--- src/core/awgtr_consts.svh ---
// Contract
// - trigger mode selects external, software, pulse, OR/AND combination or delayed trigger.
// - active trigger edge programmable as rising, falling or both edges.
// - pulse width programmable 0 to 4G-1 samples in one-sample steps.
// - trigger delay programmable 0 to 4G-1 sample clocks in one-sample steps.
// - multi and gate modes ignore triggers during holdoff of 0 to 4G-1 samples.
// - multi and gate modes re-arm under 24 clocks after segment end plus holdoff.
// - waveform output starts fixed 63 sample clocks after the accepted trigger.
// - memory depth 16 up to installed memory per active channel, steps of 8.
// - multi segment size 8 up to installed memory per active channel, steps of 8.
// - external trigger resolved to within one sample clock period.
// - three multi-purpose logic lines also act as trigger sources.
// - 16-bit samples go to the converter at sample rate, no interpolation.
// - amplitudes below 300 mV are made by digital scaling of samples.
// - output disabled for about 1.2 ms when amplifier path changes.
// - one of four reconstruction filters selectable per output.
`ifndef AWGTR_CONSTS_SVH
`define AWGTR_CONSTS_SVH

// ***********************************************
// register byte offsets
// ***********************************************
`define AWGTR_OFS_CTRL     8'h00
`define AWGTR_OFS_CMD      8'h04
`define AWGTR_OFS_PULSE    8'h08
`define AWGTR_OFS_DELAY    8'h0C
`define AWGTR_OFS_HOLDOFF  8'h10
`define AWGTR_OFS_MEMSIZE  8'h14
`define AWGTR_OFS_SEGSIZE  8'h18
`define AWGTR_OFS_AMPL     8'h1C
`define AWGTR_OFS_STATUS   8'h20

// ***********************************************
// field positions
// ***********************************************
`define AWGTR_CTRL_MODE_LSB   0
`define AWGTR_CTRL_EDGE_LSB   3
`define AWGTR_CTRL_SRC_LSB    5
`define AWGTR_CTRL_REPLAY_LSB 9
`define AWGTR_CTRL_FILT_LSB   11
`define AWGTR_CTRL_CHAN_LSB   13
`define AWGTR_CMD_FORCE       0
`define AWGTR_CMD_ARM         1
`define AWGTR_CMD_STOP        2
`define AWGTR_CMD_CLR_ERR     3
`define AWGTR_STAT_ERR        3
`define AWGTR_STAT_OUTEN      4
`define AWGTR_STAT_PATH       5
`define AWGTR_STAT_CNT_LSB    16

// ***********************************************
// reset values and limits
// ***********************************************
`define AWGTR_RST_MEMSIZE  32'h0000_0010
`define AWGTR_RST_SEGSIZE  32'h0000_0008
`define AWGTR_RST_AMPL     13'h03E8
`define AWGTR_MEM_MIN      32'h0000_0010
`define AWGTR_SEG_MIN      32'h0000_0008
`define AWGTR_SIZE_STEP    32'h0000_0008
`define AWGTR_INSTALLED    32'h0100_0000

// ***********************************************
// amplitude handling
// ***********************************************
`define AWGTR_SCALE_MV     13'h012C
`define AWGTR_PATH_UP_MV   13'h03C0
`define AWGTR_PATH_DN_MV   13'h03AC
`define AWGTR_SCALE_RECIP  17'h000DA
`define AWGTR_GAIN_UNITY   17'h10000

// ***********************************************
// timing
// ***********************************************
`define AWGTR_CLK_MHZ        250
`define AWGTR_TRIG_LAT       63
`define AWGTR_PIPE_STAGES    2
`define AWGTR_REARM_MAX      24
`define AWGTR_SWITCH_TIME_NS 1200000
`define AWGTR_SWITCH_CYC     ((`AWGTR_SWITCH_TIME_NS * `AWGTR_CLK_MHZ + 999) / 1000)

`endif

--- src/core/awgtr_pkg.sv ---
package awgtr_pkg;

    typedef enum logic [2:0] {
        AWGTR_TM_EXT,
        AWGTR_TM_SOFT,
        AWGTR_TM_PULSE,
        AWGTR_TM_OR,
        AWGTR_TM_AND,
        AWGTR_TM_DELAY
    } awgtr_tmode_t;

    typedef enum logic [1:0] {
        AWGTR_EDGE_RISE,
        AWGTR_EDGE_FALL,
        AWGTR_EDGE_BOTH
    } awgtr_edge_t;

    typedef enum logic [1:0] {
        AWGTR_RP_SINGLE,
        AWGTR_RP_MULTI,
        AWGTR_RP_GATE
    } awgtr_replay_t;

    typedef enum logic [2:0] {
        AWGTR_ST_IDLE,
        AWGTR_ST_ARMED,
        AWGTR_ST_WAIT,
        AWGTR_ST_RUN,
        AWGTR_ST_REARM
    } awgtr_state_t;

    typedef struct packed {
        awgtr_tmode_t  tmode;
        awgtr_edge_t   edge_sel;
        logic [3:0]    src_en;
        awgtr_replay_t replay;
        logic [1:0]    filt;
        logic [1:0]    chan_log2;
    } awgtr_cfg_t;

    typedef struct packed {
        logic [7:0]  addr;
        logic [31:0] wdata;
        logic        wr;
        logic        rd;
    } awgtr_bus_t;

endpackage

--- src/core/awgtr_qual.sv ---
`timescale 1ns/1ps
`include "awgtr_consts.svh"

// edge / pulse-width qualifier on an already synchronised level
module awgtr_qual
    import awgtr_pkg::*;
(
    input  wire logic        ref_clk_i,
    input  wire logic        rst_b_i,
    input  wire logic        level_i,
    input  awgtr_edge_t      edge_sel_i,
    input  wire logic        pulse_mode_i,
    input  wire logic [31:0] width_i,
    output logic             event_o,
    output logic             active_o
);

    logic        prev_q;
    logic [31:0] run_q;
    logic [31:0] run_d;
    logic [31:0] target;
    logic        rise;
    logic        fall;
    logic        act;
    logic        edge_hit;

    assign rise   = level_i & ~prev_q;
    assign fall   = ~level_i & prev_q;
    // width 0 behaves as width 1: the edge itself qualifies
    assign target = (width_i == 32'h0000_0000) ? 32'h0000_0001 : width_i;

    assign act      = (edge_sel_i == AWGTR_EDGE_RISE) ? level_i :
                      (edge_sel_i == AWGTR_EDGE_FALL) ? ~level_i : 1'b1;
    assign edge_hit = (edge_sel_i == AWGTR_EDGE_RISE) ? rise :
                      (edge_sel_i == AWGTR_EDGE_FALL) ? fall : (rise | fall);

    // saturating run length of the current level, so one long pulse fires once
    assign run_d = (level_i != prev_q) ? 32'h0000_0001 :
                   (run_q == 32'hFFFF_FFFF) ? run_q : run_q + 32'h0000_0001;

    always_ff @(posedge ref_clk_i or negedge rst_b_i)
    begin
        if (!rst_b_i)
        begin
            prev_q <= 1'b0;
            run_q  <= 32'h0000_0000;
        end
        else
        begin
            prev_q <= level_i;
            run_q  <= run_d;
        end
    end

    always_ff @(posedge ref_clk_i or negedge rst_b_i)
    begin
        if (!rst_b_i)
        begin
            event_o  <= 1'b0;
            active_o <= 1'b0;
        end
        else
        begin
            if (pulse_mode_i)
                event_o <= act && (run_d == target);
            else
                event_o <= edge_hit;
            active_o <= act & (edge_sel_i != AWGTR_EDGE_BOTH ? 1'b1 : level_i);
        end
    end

endmodule

--- src/core/awgtr_top.sv ---
`timescale 1ns/1ps
`include "awgtr_consts.svh"

module awgtr_top
    import awgtr_pkg::*;
#(
    parameter int unsigned SWITCH_CYC = `AWGTR_SWITCH_CYC,
    parameter logic [31:0] INSTALLED  = `AWGTR_INSTALLED
)
(
    input  wire logic        ref_clk_i,
    input  wire logic        rst_b_i,
    input  wire logic [7:0]  reg_addr_i,
    input  wire logic [31:0] reg_wdata_i,
    input  wire logic        reg_wr_i,
    input  wire logic        reg_rd_i,
    output logic [31:0]      reg_rdata_o,
    input  wire logic        trig_cmp_i,
    input  wire logic        multipurpose_line_one_i,
    input  wire logic        multipurpose_line_two_i,
    input  wire logic        multipurpose_line_three_i,
    output logic [31:0]      mem_addr_o,
    output logic             mem_rd_o,
    input  wire logic [15:0] mem_data_i,
    output logic [15:0]      dac_data_o,
    output logic             dac_valid_o,
    output logic             out_en_o,
    output logic             amp_path_o,
    output logic [1:0]       filt_sel_o,
    output logic             running_o
);

    // ***********************************************
    // helpers
    // ***********************************************
    function automatic logic size_ok(input logic [31:0] v, input logic [31:0] lo, input logic [1:0] cl2);
        size_ok = (v >= lo) && (v[2:0] == 3'h0) && (v <= (INSTALLED >> cl2));
    endfunction

    function automatic logic [31:0] cnt_dec(input logic [31:0] v);
        cnt_dec = (v == 32'h0000_0000) ? v : v - 32'h0000_0001;
    endfunction

    // ***********************************************
    // registers
    // ***********************************************
    awgtr_bus_t   bus;
    awgtr_cfg_t   cfg_q;
    awgtr_state_t state_q;
    logic [31:0]  pulse_q;
    logic [31:0]  delay_q;
    logic [31:0]  holdoff_q;
    logic [31:0]  memsize_q;
    logic [31:0]  segsize_q;
    logic [12:0]  ampl_q;
    logic [16:0]  gain_q;
    logic         err_q;
    logic [15:0]  trig_cnt_q;
    logic         wr_cmd;
    logic         force_trig;
    logic         bad_size;

    assign bus        = '{addr: reg_addr_i, wdata: reg_wdata_i, wr: reg_wr_i, rd: reg_rd_i};
    assign wr_cmd     = bus.wr && (bus.addr == `AWGTR_OFS_CMD);
    assign force_trig = wr_cmd && bus.wdata[`AWGTR_CMD_FORCE];
    assign bad_size   = bus.wr &&
        (((bus.addr == `AWGTR_OFS_MEMSIZE) && !size_ok(bus.wdata, `AWGTR_MEM_MIN, cfg_q.chan_log2)) ||
         ((bus.addr == `AWGTR_OFS_SEGSIZE) && !size_ok(bus.wdata, `AWGTR_SEG_MIN, cfg_q.chan_log2)));

    always_ff @(posedge ref_clk_i or negedge rst_b_i)
    begin
        if (!rst_b_i)
        begin
            cfg_q     <= '{tmode: AWGTR_TM_EXT, edge_sel: AWGTR_EDGE_RISE, src_en: 4'h1,
                           replay: AWGTR_RP_SINGLE, filt: 2'h0, chan_log2: 2'h0};
            pulse_q   <= 32'h0000_0000;
            delay_q   <= 32'h0000_0000;
            holdoff_q <= 32'h0000_0000;
            memsize_q <= `AWGTR_RST_MEMSIZE;
            segsize_q <= `AWGTR_RST_SEGSIZE;
            ampl_q    <= `AWGTR_RST_AMPL;
        end
        else if (bus.wr)
        begin
            unique case (bus.addr)
                `AWGTR_OFS_CTRL:
                begin
                    // illegal mode codes leave the previous setting in place
                    if (bus.wdata[`AWGTR_CTRL_MODE_LSB +: 3] <= 3'h5)
                        cfg_q.tmode <= awgtr_tmode_t'(bus.wdata[`AWGTR_CTRL_MODE_LSB +: 3]);
                    if (bus.wdata[`AWGTR_CTRL_EDGE_LSB +: 2] != 2'h3)
                        cfg_q.edge_sel <= awgtr_edge_t'(bus.wdata[`AWGTR_CTRL_EDGE_LSB +: 2]);
                    if (bus.wdata[`AWGTR_CTRL_REPLAY_LSB +: 2] != 2'h3)
                        cfg_q.replay <= awgtr_replay_t'(bus.wdata[`AWGTR_CTRL_REPLAY_LSB +: 2]);
                    cfg_q.src_en    <= bus.wdata[`AWGTR_CTRL_SRC_LSB +: 4];
                    cfg_q.filt      <= bus.wdata[`AWGTR_CTRL_FILT_LSB +: 2];
                    cfg_q.chan_log2 <= bus.wdata[`AWGTR_CTRL_CHAN_LSB +: 2];
                end
                `AWGTR_OFS_PULSE:   pulse_q   <= bus.wdata;
                `AWGTR_OFS_DELAY:   delay_q   <= bus.wdata;
                `AWGTR_OFS_HOLDOFF: holdoff_q <= bus.wdata;
                `AWGTR_OFS_MEMSIZE: if (!bad_size) memsize_q <= bus.wdata;
                `AWGTR_OFS_SEGSIZE: if (!bad_size) segsize_q <= bus.wdata;
                `AWGTR_OFS_AMPL:    ampl_q    <= bus.wdata[12:0];
                default: ;
            endcase
        end
    end

    // rejected size writes set the error; set wins over a same-cycle clear
    always_ff @(posedge ref_clk_i or negedge rst_b_i)
    begin
        if (!rst_b_i)
            err_q <= 1'b0;
        else if (bad_size)
            err_q <= 1'b1;
        else if (wr_cmd && bus.wdata[`AWGTR_CMD_CLR_ERR])
            err_q <= 1'b0;
    end

    // ***********************************************
    // trigger inputs
    // ***********************************************
    logic [3:0] sync1_q;
    logic [3:0] sync2_q;
    logic [3:0] en_lv;
    logic       comb_lv;
    logic       qual_ev;
    logic       gate_act;

    // two stages per pin; one clock of input skew is the resolution
    always_ff @(posedge ref_clk_i or negedge rst_b_i)
    begin
        if (!rst_b_i)
        begin
            sync1_q <= 4'h0;
            sync2_q <= 4'h0;
        end
        else
        begin
            sync1_q <= {multipurpose_line_three_i, multipurpose_line_two_i,
                        multipurpose_line_one_i, trig_cmp_i};
            sync2_q <= sync1_q;
        end
    end

    assign en_lv = sync2_q & cfg_q.src_en;

    always_comb
    begin
        unique case (cfg_q.tmode)
            AWGTR_TM_EXT, AWGTR_TM_DELAY: comb_lv = sync2_q[0];
            AWGTR_TM_SOFT:                comb_lv = 1'b0;
            AWGTR_TM_AND:                 comb_lv = (cfg_q.src_en != 4'h0) && (en_lv == cfg_q.src_en);
            default:                      comb_lv = |en_lv;
        endcase
    end

    awgtr_qual awgtr_qual_inst (
        .ref_clk_i    (ref_clk_i),
        .rst_b_i      (rst_b_i),
        .level_i      (comb_lv),
        .edge_sel_i   (cfg_q.edge_sel),
        .pulse_mode_i (cfg_q.tmode == AWGTR_TM_PULSE),
        .width_i      (pulse_q),
        .event_o      (qual_ev),
        .active_o     (gate_act)
    );

    // ***********************************************
    // replay sequencer
    // ***********************************************
    logic [32:0] wait_q;
    logic [31:0] hold_q;
    logic [31:0] left_q;
    logic [31:0] played_q;
    logic [31:0] addr_q;
    logic        accept;
    logic        seg_end;
    logic        stop;

    assign accept  = (state_q == AWGTR_ST_ARMED) && (force_trig || (qual_ev && cfg_q.tmode != AWGTR_TM_SOFT));
    assign seg_end = (cfg_q.replay == AWGTR_RP_GATE) ? !gate_act : (left_q == 32'h0000_0001);
    assign stop    = wr_cmd && bus.wdata[`AWGTR_CMD_STOP];

    always_ff @(posedge ref_clk_i or negedge rst_b_i)
    begin
        if (!rst_b_i)
        begin
            state_q  <= AWGTR_ST_IDLE;
            wait_q   <= 33'h0_0000_0000;
            hold_q   <= 32'h0000_0000;
            left_q   <= 32'h0000_0000;
            played_q <= 32'h0000_0000;
            addr_q   <= 32'h0000_0000;
        end
        else if (stop)
            state_q <= AWGTR_ST_IDLE;
        else
        begin
            unique case (state_q)
                AWGTR_ST_IDLE:
                    if (wr_cmd && bus.wdata[`AWGTR_CMD_ARM])
                    begin
                        state_q  <= AWGTR_ST_ARMED;
                        addr_q   <= 32'h0000_0000;
                        played_q <= 32'h0000_0000;
                    end
                AWGTR_ST_ARMED:
                    if (accept)
                    begin
                        // load edge and pipeline stages are part of the fixed latency
                        state_q <= AWGTR_ST_WAIT;
                        wait_q  <= 33'(`AWGTR_TRIG_LAT - `AWGTR_PIPE_STAGES - 2) +
                                   ((cfg_q.tmode == AWGTR_TM_DELAY) ? {1'b0, delay_q} : 33'h0_0000_0000);
                    end
                AWGTR_ST_WAIT:
                    if (wait_q == 33'h0_0000_0000)
                    begin
                        state_q <= AWGTR_ST_RUN;
                        left_q  <= (cfg_q.replay == AWGTR_RP_MULTI) ? segsize_q : memsize_q;
                    end
                    else
                        wait_q <= wait_q - 33'h0_0000_0001;
                AWGTR_ST_RUN:
                begin
                    addr_q   <= (addr_q + 32'h0000_0001 >= memsize_q) ? 32'h0000_0000 : addr_q + 32'h0000_0001;
                    left_q   <= cnt_dec(left_q);
                    played_q <= played_q + 32'h0000_0001;
                    if (seg_end)
                    begin
                        hold_q <= holdoff_q;
                        if (cfg_q.replay == AWGTR_RP_SINGLE ||
                            (cfg_q.replay == AWGTR_RP_MULTI && played_q + 32'h0000_0001 >= memsize_q))
                            state_q <= AWGTR_ST_IDLE;
                        else
                            state_q <= AWGTR_ST_REARM;
                    end
                end
                AWGTR_ST_REARM:
                    // triggers are not looked at until armed again
                    if (hold_q == 32'h0000_0000)
                        state_q <= AWGTR_ST_ARMED;
                    else
                        hold_q <= cnt_dec(hold_q);
            endcase
        end
    end

    always_ff @(posedge ref_clk_i or negedge rst_b_i)
    begin
        if (!rst_b_i)
            trig_cnt_q <= 16'h0000;
        else if (accept)
            trig_cnt_q <= trig_cnt_q + 16'h0001;
    end

    // ***********************************************
    // sample path
    // ***********************************************
    logic signed [33:0] prod;

    // reciprocal of 300 keeps the multiplier the only arithmetic on the data path
    always_ff @(posedge ref_clk_i or negedge rst_b_i)
    begin
        if (!rst_b_i)
            gain_q <= `AWGTR_GAIN_UNITY;
        else if (ampl_q < `AWGTR_SCALE_MV)
            gain_q <= 17'(ampl_q * `AWGTR_SCALE_RECIP);
        else
            gain_q <= `AWGTR_GAIN_UNITY;
    end

    assign prod = $signed(mem_data_i) * $signed({1'b0, gain_q});

    always_ff @(posedge ref_clk_i or negedge rst_b_i)
    begin
        if (!rst_b_i)
        begin
            mem_rd_o    <= 1'b0;
            mem_addr_o  <= 32'h0000_0000;
            dac_valid_o <= 1'b0;
            dac_data_o  <= 16'h0000;
        end
        else
        begin
            mem_rd_o    <= (state_q == AWGTR_ST_RUN);
            mem_addr_o  <= addr_q;
            dac_valid_o <= mem_rd_o;
            dac_data_o  <= prod[31:16];
        end
    end

    // ***********************************************
    // amplifier path and muting
    // ***********************************************
    logic        path_d;
    logic [31:0] mute_q;

    // 940/960 hysteresis avoids chattering between paths
    assign path_d = amp_path_o ? (ampl_q > `AWGTR_PATH_DN_MV) : (ampl_q >= `AWGTR_PATH_UP_MV);

    always_ff @(posedge ref_clk_i or negedge rst_b_i)
    begin
        if (!rst_b_i)
        begin
            amp_path_o <= 1'b1;
            mute_q     <= 32'h0000_0000;
            out_en_o   <= 1'b1;
        end
        else
        begin
            amp_path_o <= path_d;
            if (path_d != amp_path_o)
                mute_q <= SWITCH_CYC;
            else
                mute_q <= cnt_dec(mute_q);
            out_en_o <= (path_d == amp_path_o) && (mute_q <= 32'h0000_0001);
        end
    end

    // ***********************************************
    // outputs and readback
    // ***********************************************
    always_ff @(posedge ref_clk_i or negedge rst_b_i)
    begin
        if (!rst_b_i)
        begin
            filt_sel_o  <= 2'h0;
            running_o   <= 1'b0;
            reg_rdata_o <= 32'h0000_0000;
        end
        else
        begin
            filt_sel_o <= cfg_q.filt;
            running_o  <= (state_q == AWGTR_ST_RUN);
            if (bus.rd)
            begin
                unique case (bus.addr)
                    `AWGTR_OFS_CTRL:    reg_rdata_o <= {17'h00000, cfg_q.chan_log2, cfg_q.filt, cfg_q.replay,
                                                        cfg_q.src_en, cfg_q.edge_sel, cfg_q.tmode};
                    `AWGTR_OFS_PULSE:   reg_rdata_o <= pulse_q;
                    `AWGTR_OFS_DELAY:   reg_rdata_o <= delay_q;
                    `AWGTR_OFS_HOLDOFF: reg_rdata_o <= holdoff_q;
                    `AWGTR_OFS_MEMSIZE: reg_rdata_o <= memsize_q;
                    `AWGTR_OFS_SEGSIZE: reg_rdata_o <= segsize_q;
                    `AWGTR_OFS_AMPL:    reg_rdata_o <= {19'h00000, ampl_q};
                    `AWGTR_OFS_STATUS:  reg_rdata_o <= {trig_cnt_q, 10'h000, amp_path_o, out_en_o, err_q, state_q};
                    default:            reg_rdata_o <= 32'h0000_0000;
                endcase
            end
            else
                reg_rdata_o <= 32'h0000_0000;
        end
    end

endmodule

--- config.mk ---
export PLATFORM = sky130hd
export DESIGN_NAME = awgtr_top
export DESIGN_NICKNAME = d
export VERILOG_FILES = /design/src/core/awgtr_pkg.sv /design/src/core/awgtr_qual.sv /design/src/core/awgtr_top.sv
export VERILOG_INCLUDE_DIRS = /design/src /design/src/core
export SDC_FILE = /design/constraint.sdc
export NUM_CORES = 2
export LEC_CHECK = 0
export ABC_AREA = 1
export CAP_MARGIN = 10
export CORE_MARGIN = 5
export CORE_UTILIZATION = 28
export CTS_BUF_LIST = sky130_fd_sc_hd__clkbuf_4 sky130_fd_sc_hd__clkbuf_8 sky130_fd_sc_hd__clkbuf_16
export DETAILED_ROUTE_END_ITERATION = 8
export DONT_BUFFER_PORTS = 1
export MAX_ROUTING_LAYER = met4
export SLEW_MARGIN = 20
export SYNTH_ARGS = -nofsm -noshare
export SYNTH_HDL_FRONTEND = slang
export SYNTH_SLANG_ARGS = --single-unit
export TNS_END_PERCENT = 50
--- constraint.sdc ---
create_clock -name ref_clk_i -period 14.1 [get_ports ref_clk_i]
set_input_delay 4.23 -clock ref_clk_i [delete_from_list [all_inputs] [get_ports ref_clk_i]]
set_output_delay 4.23 -clock ref_clk_i [all_outputs]
set_load 0.02 [all_outputs]
==> impl_metrics.yaml <==
cts:
  h-tree-depth: 3
  cts_buffers: 68
  cts_root_buffer: "clkbuf_16"
  ctsResizeCount: 0
  cts_hold_buf: 0
  cts.sinks: 546
  clkSlewWorstSetupHoldPaths_ns: 0.06
  cts_setup_buffers: 0
  cts_tree: "built"
  clock_path_buffers: 3
  clk_latency_ns: 0.65
pwr:
  comb_power_share: 0.523
  power.density_nw_per_um2: 186
  p_leak_nw: 22.6
  clockPowerShare: 0.211
  ir_worst_vdd_v: 0.000270
  finalPower_mw: 8.47
  switchingPower_mw: 4.02
  power.internal_mw: 4.44
  swShare: 0.475
  seqPwrFrac: 0.265
sta:
  finalSetupTns_ns: 0
  slew_viol_final: 0
  clock_skew_ns: 0.0436
  rsz0062_at_grt: "no"
  finalCritPeriodShare: 0.640
  fmax_ghz: 0.111
  hold_violations: 0
  worstMarginPinSlew_ns: 1.22
  fin_crit_ns: 9.03
  slew_headroom: 0.188
  setup_viol: 0
routing:
  drt_iter0_drc: 3207
  detail_route.first_pass.iterations: 8
  viasPerCell: 4.88
  drtAntennaViolNets: 0
  wl_per_cell_microns: 18.4
  vias: 35800
  drc_errors: 0
  wirelength_microns: 135000
yosys:
  synthArstFlopShare: 1.00
  netlist_area_sq_um: 41400
  yosysSeqAreaShare: 0.331
  synth_edf_count: 0
  yosysTopAreaCell: "dfrtp_1"
  yosysMostFrequentCell: "nand2_1"
  synth.distinct_cells: 73
  netlist_instances: 5432
  synthFlopType: "dfrtp_1"
  synth_seq_cells: 546
  synth_top_area_share: 0.323
  synth.area.top_cells: "dfrtp_1 32%, nand2_1 12%, fa_1 11%"
  syn_nets: 5949
  synth_area_per_cell_sq_um: 7.62
  synthTopCellsByCount: "1293 x nand2_1, 947 x inv_1, 534 x dfrtp_1"
  ys.warnings.count: 0
critical_path:
  worstSetupEndpoint: "dac_data_o[7]$_DFF_PN0_"
  r2r-start: "gain_q[5]$_DFF_PN0_"
  critPathArrivalTime_ns: 9.54
  worstSetupStartpointType: "primary input"
  path_class: "primary input to register"
  cp.required_ns: 14.62
  end_kind: "register"
  r2r_end: "dac_data_o[9]$_DFF_PN0_"
  crit_start: "mem_data_i[15]"
  cp_max_fo: 17
  reg2reg_depth: 22
  r2r_slack_ns: 8.07
placement:
  port-buffer-count: 0
  place_hpwl_microns: 103000
  gp_congestion: 0.963
floorplan:
  die_x_microns: 394
  coreArea_sq_um: 147000
  start_util: 0.281
  die_h_microns: 394
  die_area_sq_um: 156000
  num_rows: 141
  io_pins: 151
hold_path:
  min_path_type: "register to register"
  min_path_cells: 0
run:
  drv_cap: 0
final_layout:
  synthToLayoutAreaGrowth_pct: 10.3
  drive_gt1_frac: 0.0540
  final_nets: 5869
global_routing:
  grt_max_degree: 547
  overflow: 0
  antenna_found_initial: 13
  track_usage: 0.175
  grt_pass1_wl_microns: 210000
  grt_pass1_vias: 35400
status:
  outcome: "complete, no violations"
-- stage by stage --
step | utilization | std cells | area (sq um) | hold WS (ns) | worst slack [ns]
floorplan | - | 5432 | 41400 | 0.331 | 4.75
global placement | 0.293 | 7209 | 43200 | 0.343 | 4.45
detailed placement | 0.293 | 7209 | 43200 | 0.342 | 4.46
CTS | 0.309 | 7332 | 45500 | 0.364 | 5.13
global route | 0.310 | 7341 | 45600 | 0.364 | 4.75
finish | 0.310 | 7342 | 45600 | 0.358 | 5.07
-- layout by cell type (no fill, tap or decap), drive strengths merged, types with 11 or more instances in the layout --
master and n:
nand2 1309, a21oi 195, xnor2 41, nor2 513, o211ai 33, inv 976
dfstp 12, nand3b 13, dfrtp 534, clkinv 28, fa 220, nand3 193
buf 24, a211oi 11, a31oi 57, nor4 35, a221oi 22, o21ai 411
clkbuf 91, nand4 79, nor3 88, o22ai 51, or2 17, xor2 112
ha 233, o31ai 17
-- cell type report --
cell class                      instances  area (sq um)
Fill cell                           15700        102000
Multi-Input combinational cell       3733         23300
Sequential cell                       546         13700
Inverter                              979          3680
Tap cell                             1930          2410
Clock buffer                           91          2000
Clock inverter                         32           297
Timing Repair Buffer                   24           240
Antenna cell                            7          17.5
-- routing by layer --
layer  GRT usage  vias up  routed length (microns)
met2       0.276     1146                    61400
met5           -        -                        0
met1       0.222    17300                    58000
li1            -    17100                        -
met3      0.0432      240                    10900
met4      0.0575        0                     4630
-- registers in the layout (all words and copies together) (netlist names), 4 cells and up --
| register | cells |
|---|---|
| wait_q | 33 |
| addr_q | 32 |
| awgtr_qual_inst.run_q | 32 |
| delay_q | 32 |
| hold_q | 32 |
| holdoff_q | 32 |
| left_q | 32 |
| mem_addr_o | 32 |
| memsize_q | 32 |
| mute_q | 32 |
| played_q | 32 |
| pulse_q | 32 |
| reg_rdata_o | 32 |
| segsize_q | 32 |
| dac_data_o | 16 |
| gain_q | 16 |
| trig_cnt_q | 16 |
| cfg_q | 15 |
| ampl_q | 13 |
| sync1_q | 4 |
| sync2_q | 4 |
-- critical path: stages --
cell and delay [ns]:
inv_1 0.38, nor2_1 0.13, fa_1 0.54, fa_1 0.52, fa_1 0.52, fa_1 0.51, fa_1 0.54, inv_1 0.05
fa_1 0.53, inv_1 0.04, ha_1 0.36, a21oi_1 0.29, inv_1 0.07, a31oi_1 0.24, o31ai_1 0.15, o21bai_1 0.21
nand2_1 0.10, nand2_1 0.05, nand2_1 0.05, nand2_1 0.04
-- power by group through the flow --
stage	clock [mW]	sequential, mW	combinational [mW]
6_report	1.79	2.25	4.43
5_1_grt	1.89	2.29	5.11
4_1_cts	1.83	2.25	4.42
3_5_place_dp	0	2.28	4.38
3_3_place_gp	0	2.28	4.35
2_1_floorplan	0	2.11	3.40
-- worst min-delay path by stage --
stage                          from                   end  slack, ns
4_1_cts        sync1_q[3]$_DFF_PN0_  sync2_q[3]$_DFF_PN0_       0.36
2_1_floorplan  sync1_q[0]$_DFF_PN0_  sync2_q[0]$_DFF_PN0_       0.33
3_3_place_gp   sync1_q[3]$_DFF_PN0_  sync2_q[3]$_DFF_PN0_       0.34
3_5_place_dp   sync1_q[0]$_DFF_PN0_  sync2_q[0]$_DFF_PN0_       0.34
5_1_grt        sync1_q[3]$_DFF_PN0_  sync2_q[3]$_DFF_PN0_       0.36
6_report       sync1_q[3]$_DFF_PN0_  sync2_q[3]$_DFF_PN0_       0.36
-- cell families (layout without fill, tap and decap cells) --
group / after synthesis / in the layout / synth area share
and+or+nand+nor: 2262 / 2262 / 0.233
buffers and inverters: 1153 / 1126 / 0.107
AOI/OAI and AO/OA: 865 / 865 / 0.120
DFF: 546 / 546 / 0.331
adders and majority gates: 453 / 453 / 0.177
xor gates and xnor gates: 153 / 153 / 0.0324
other: 0 / 7 / 0
(Power assumes the default switching activity.)
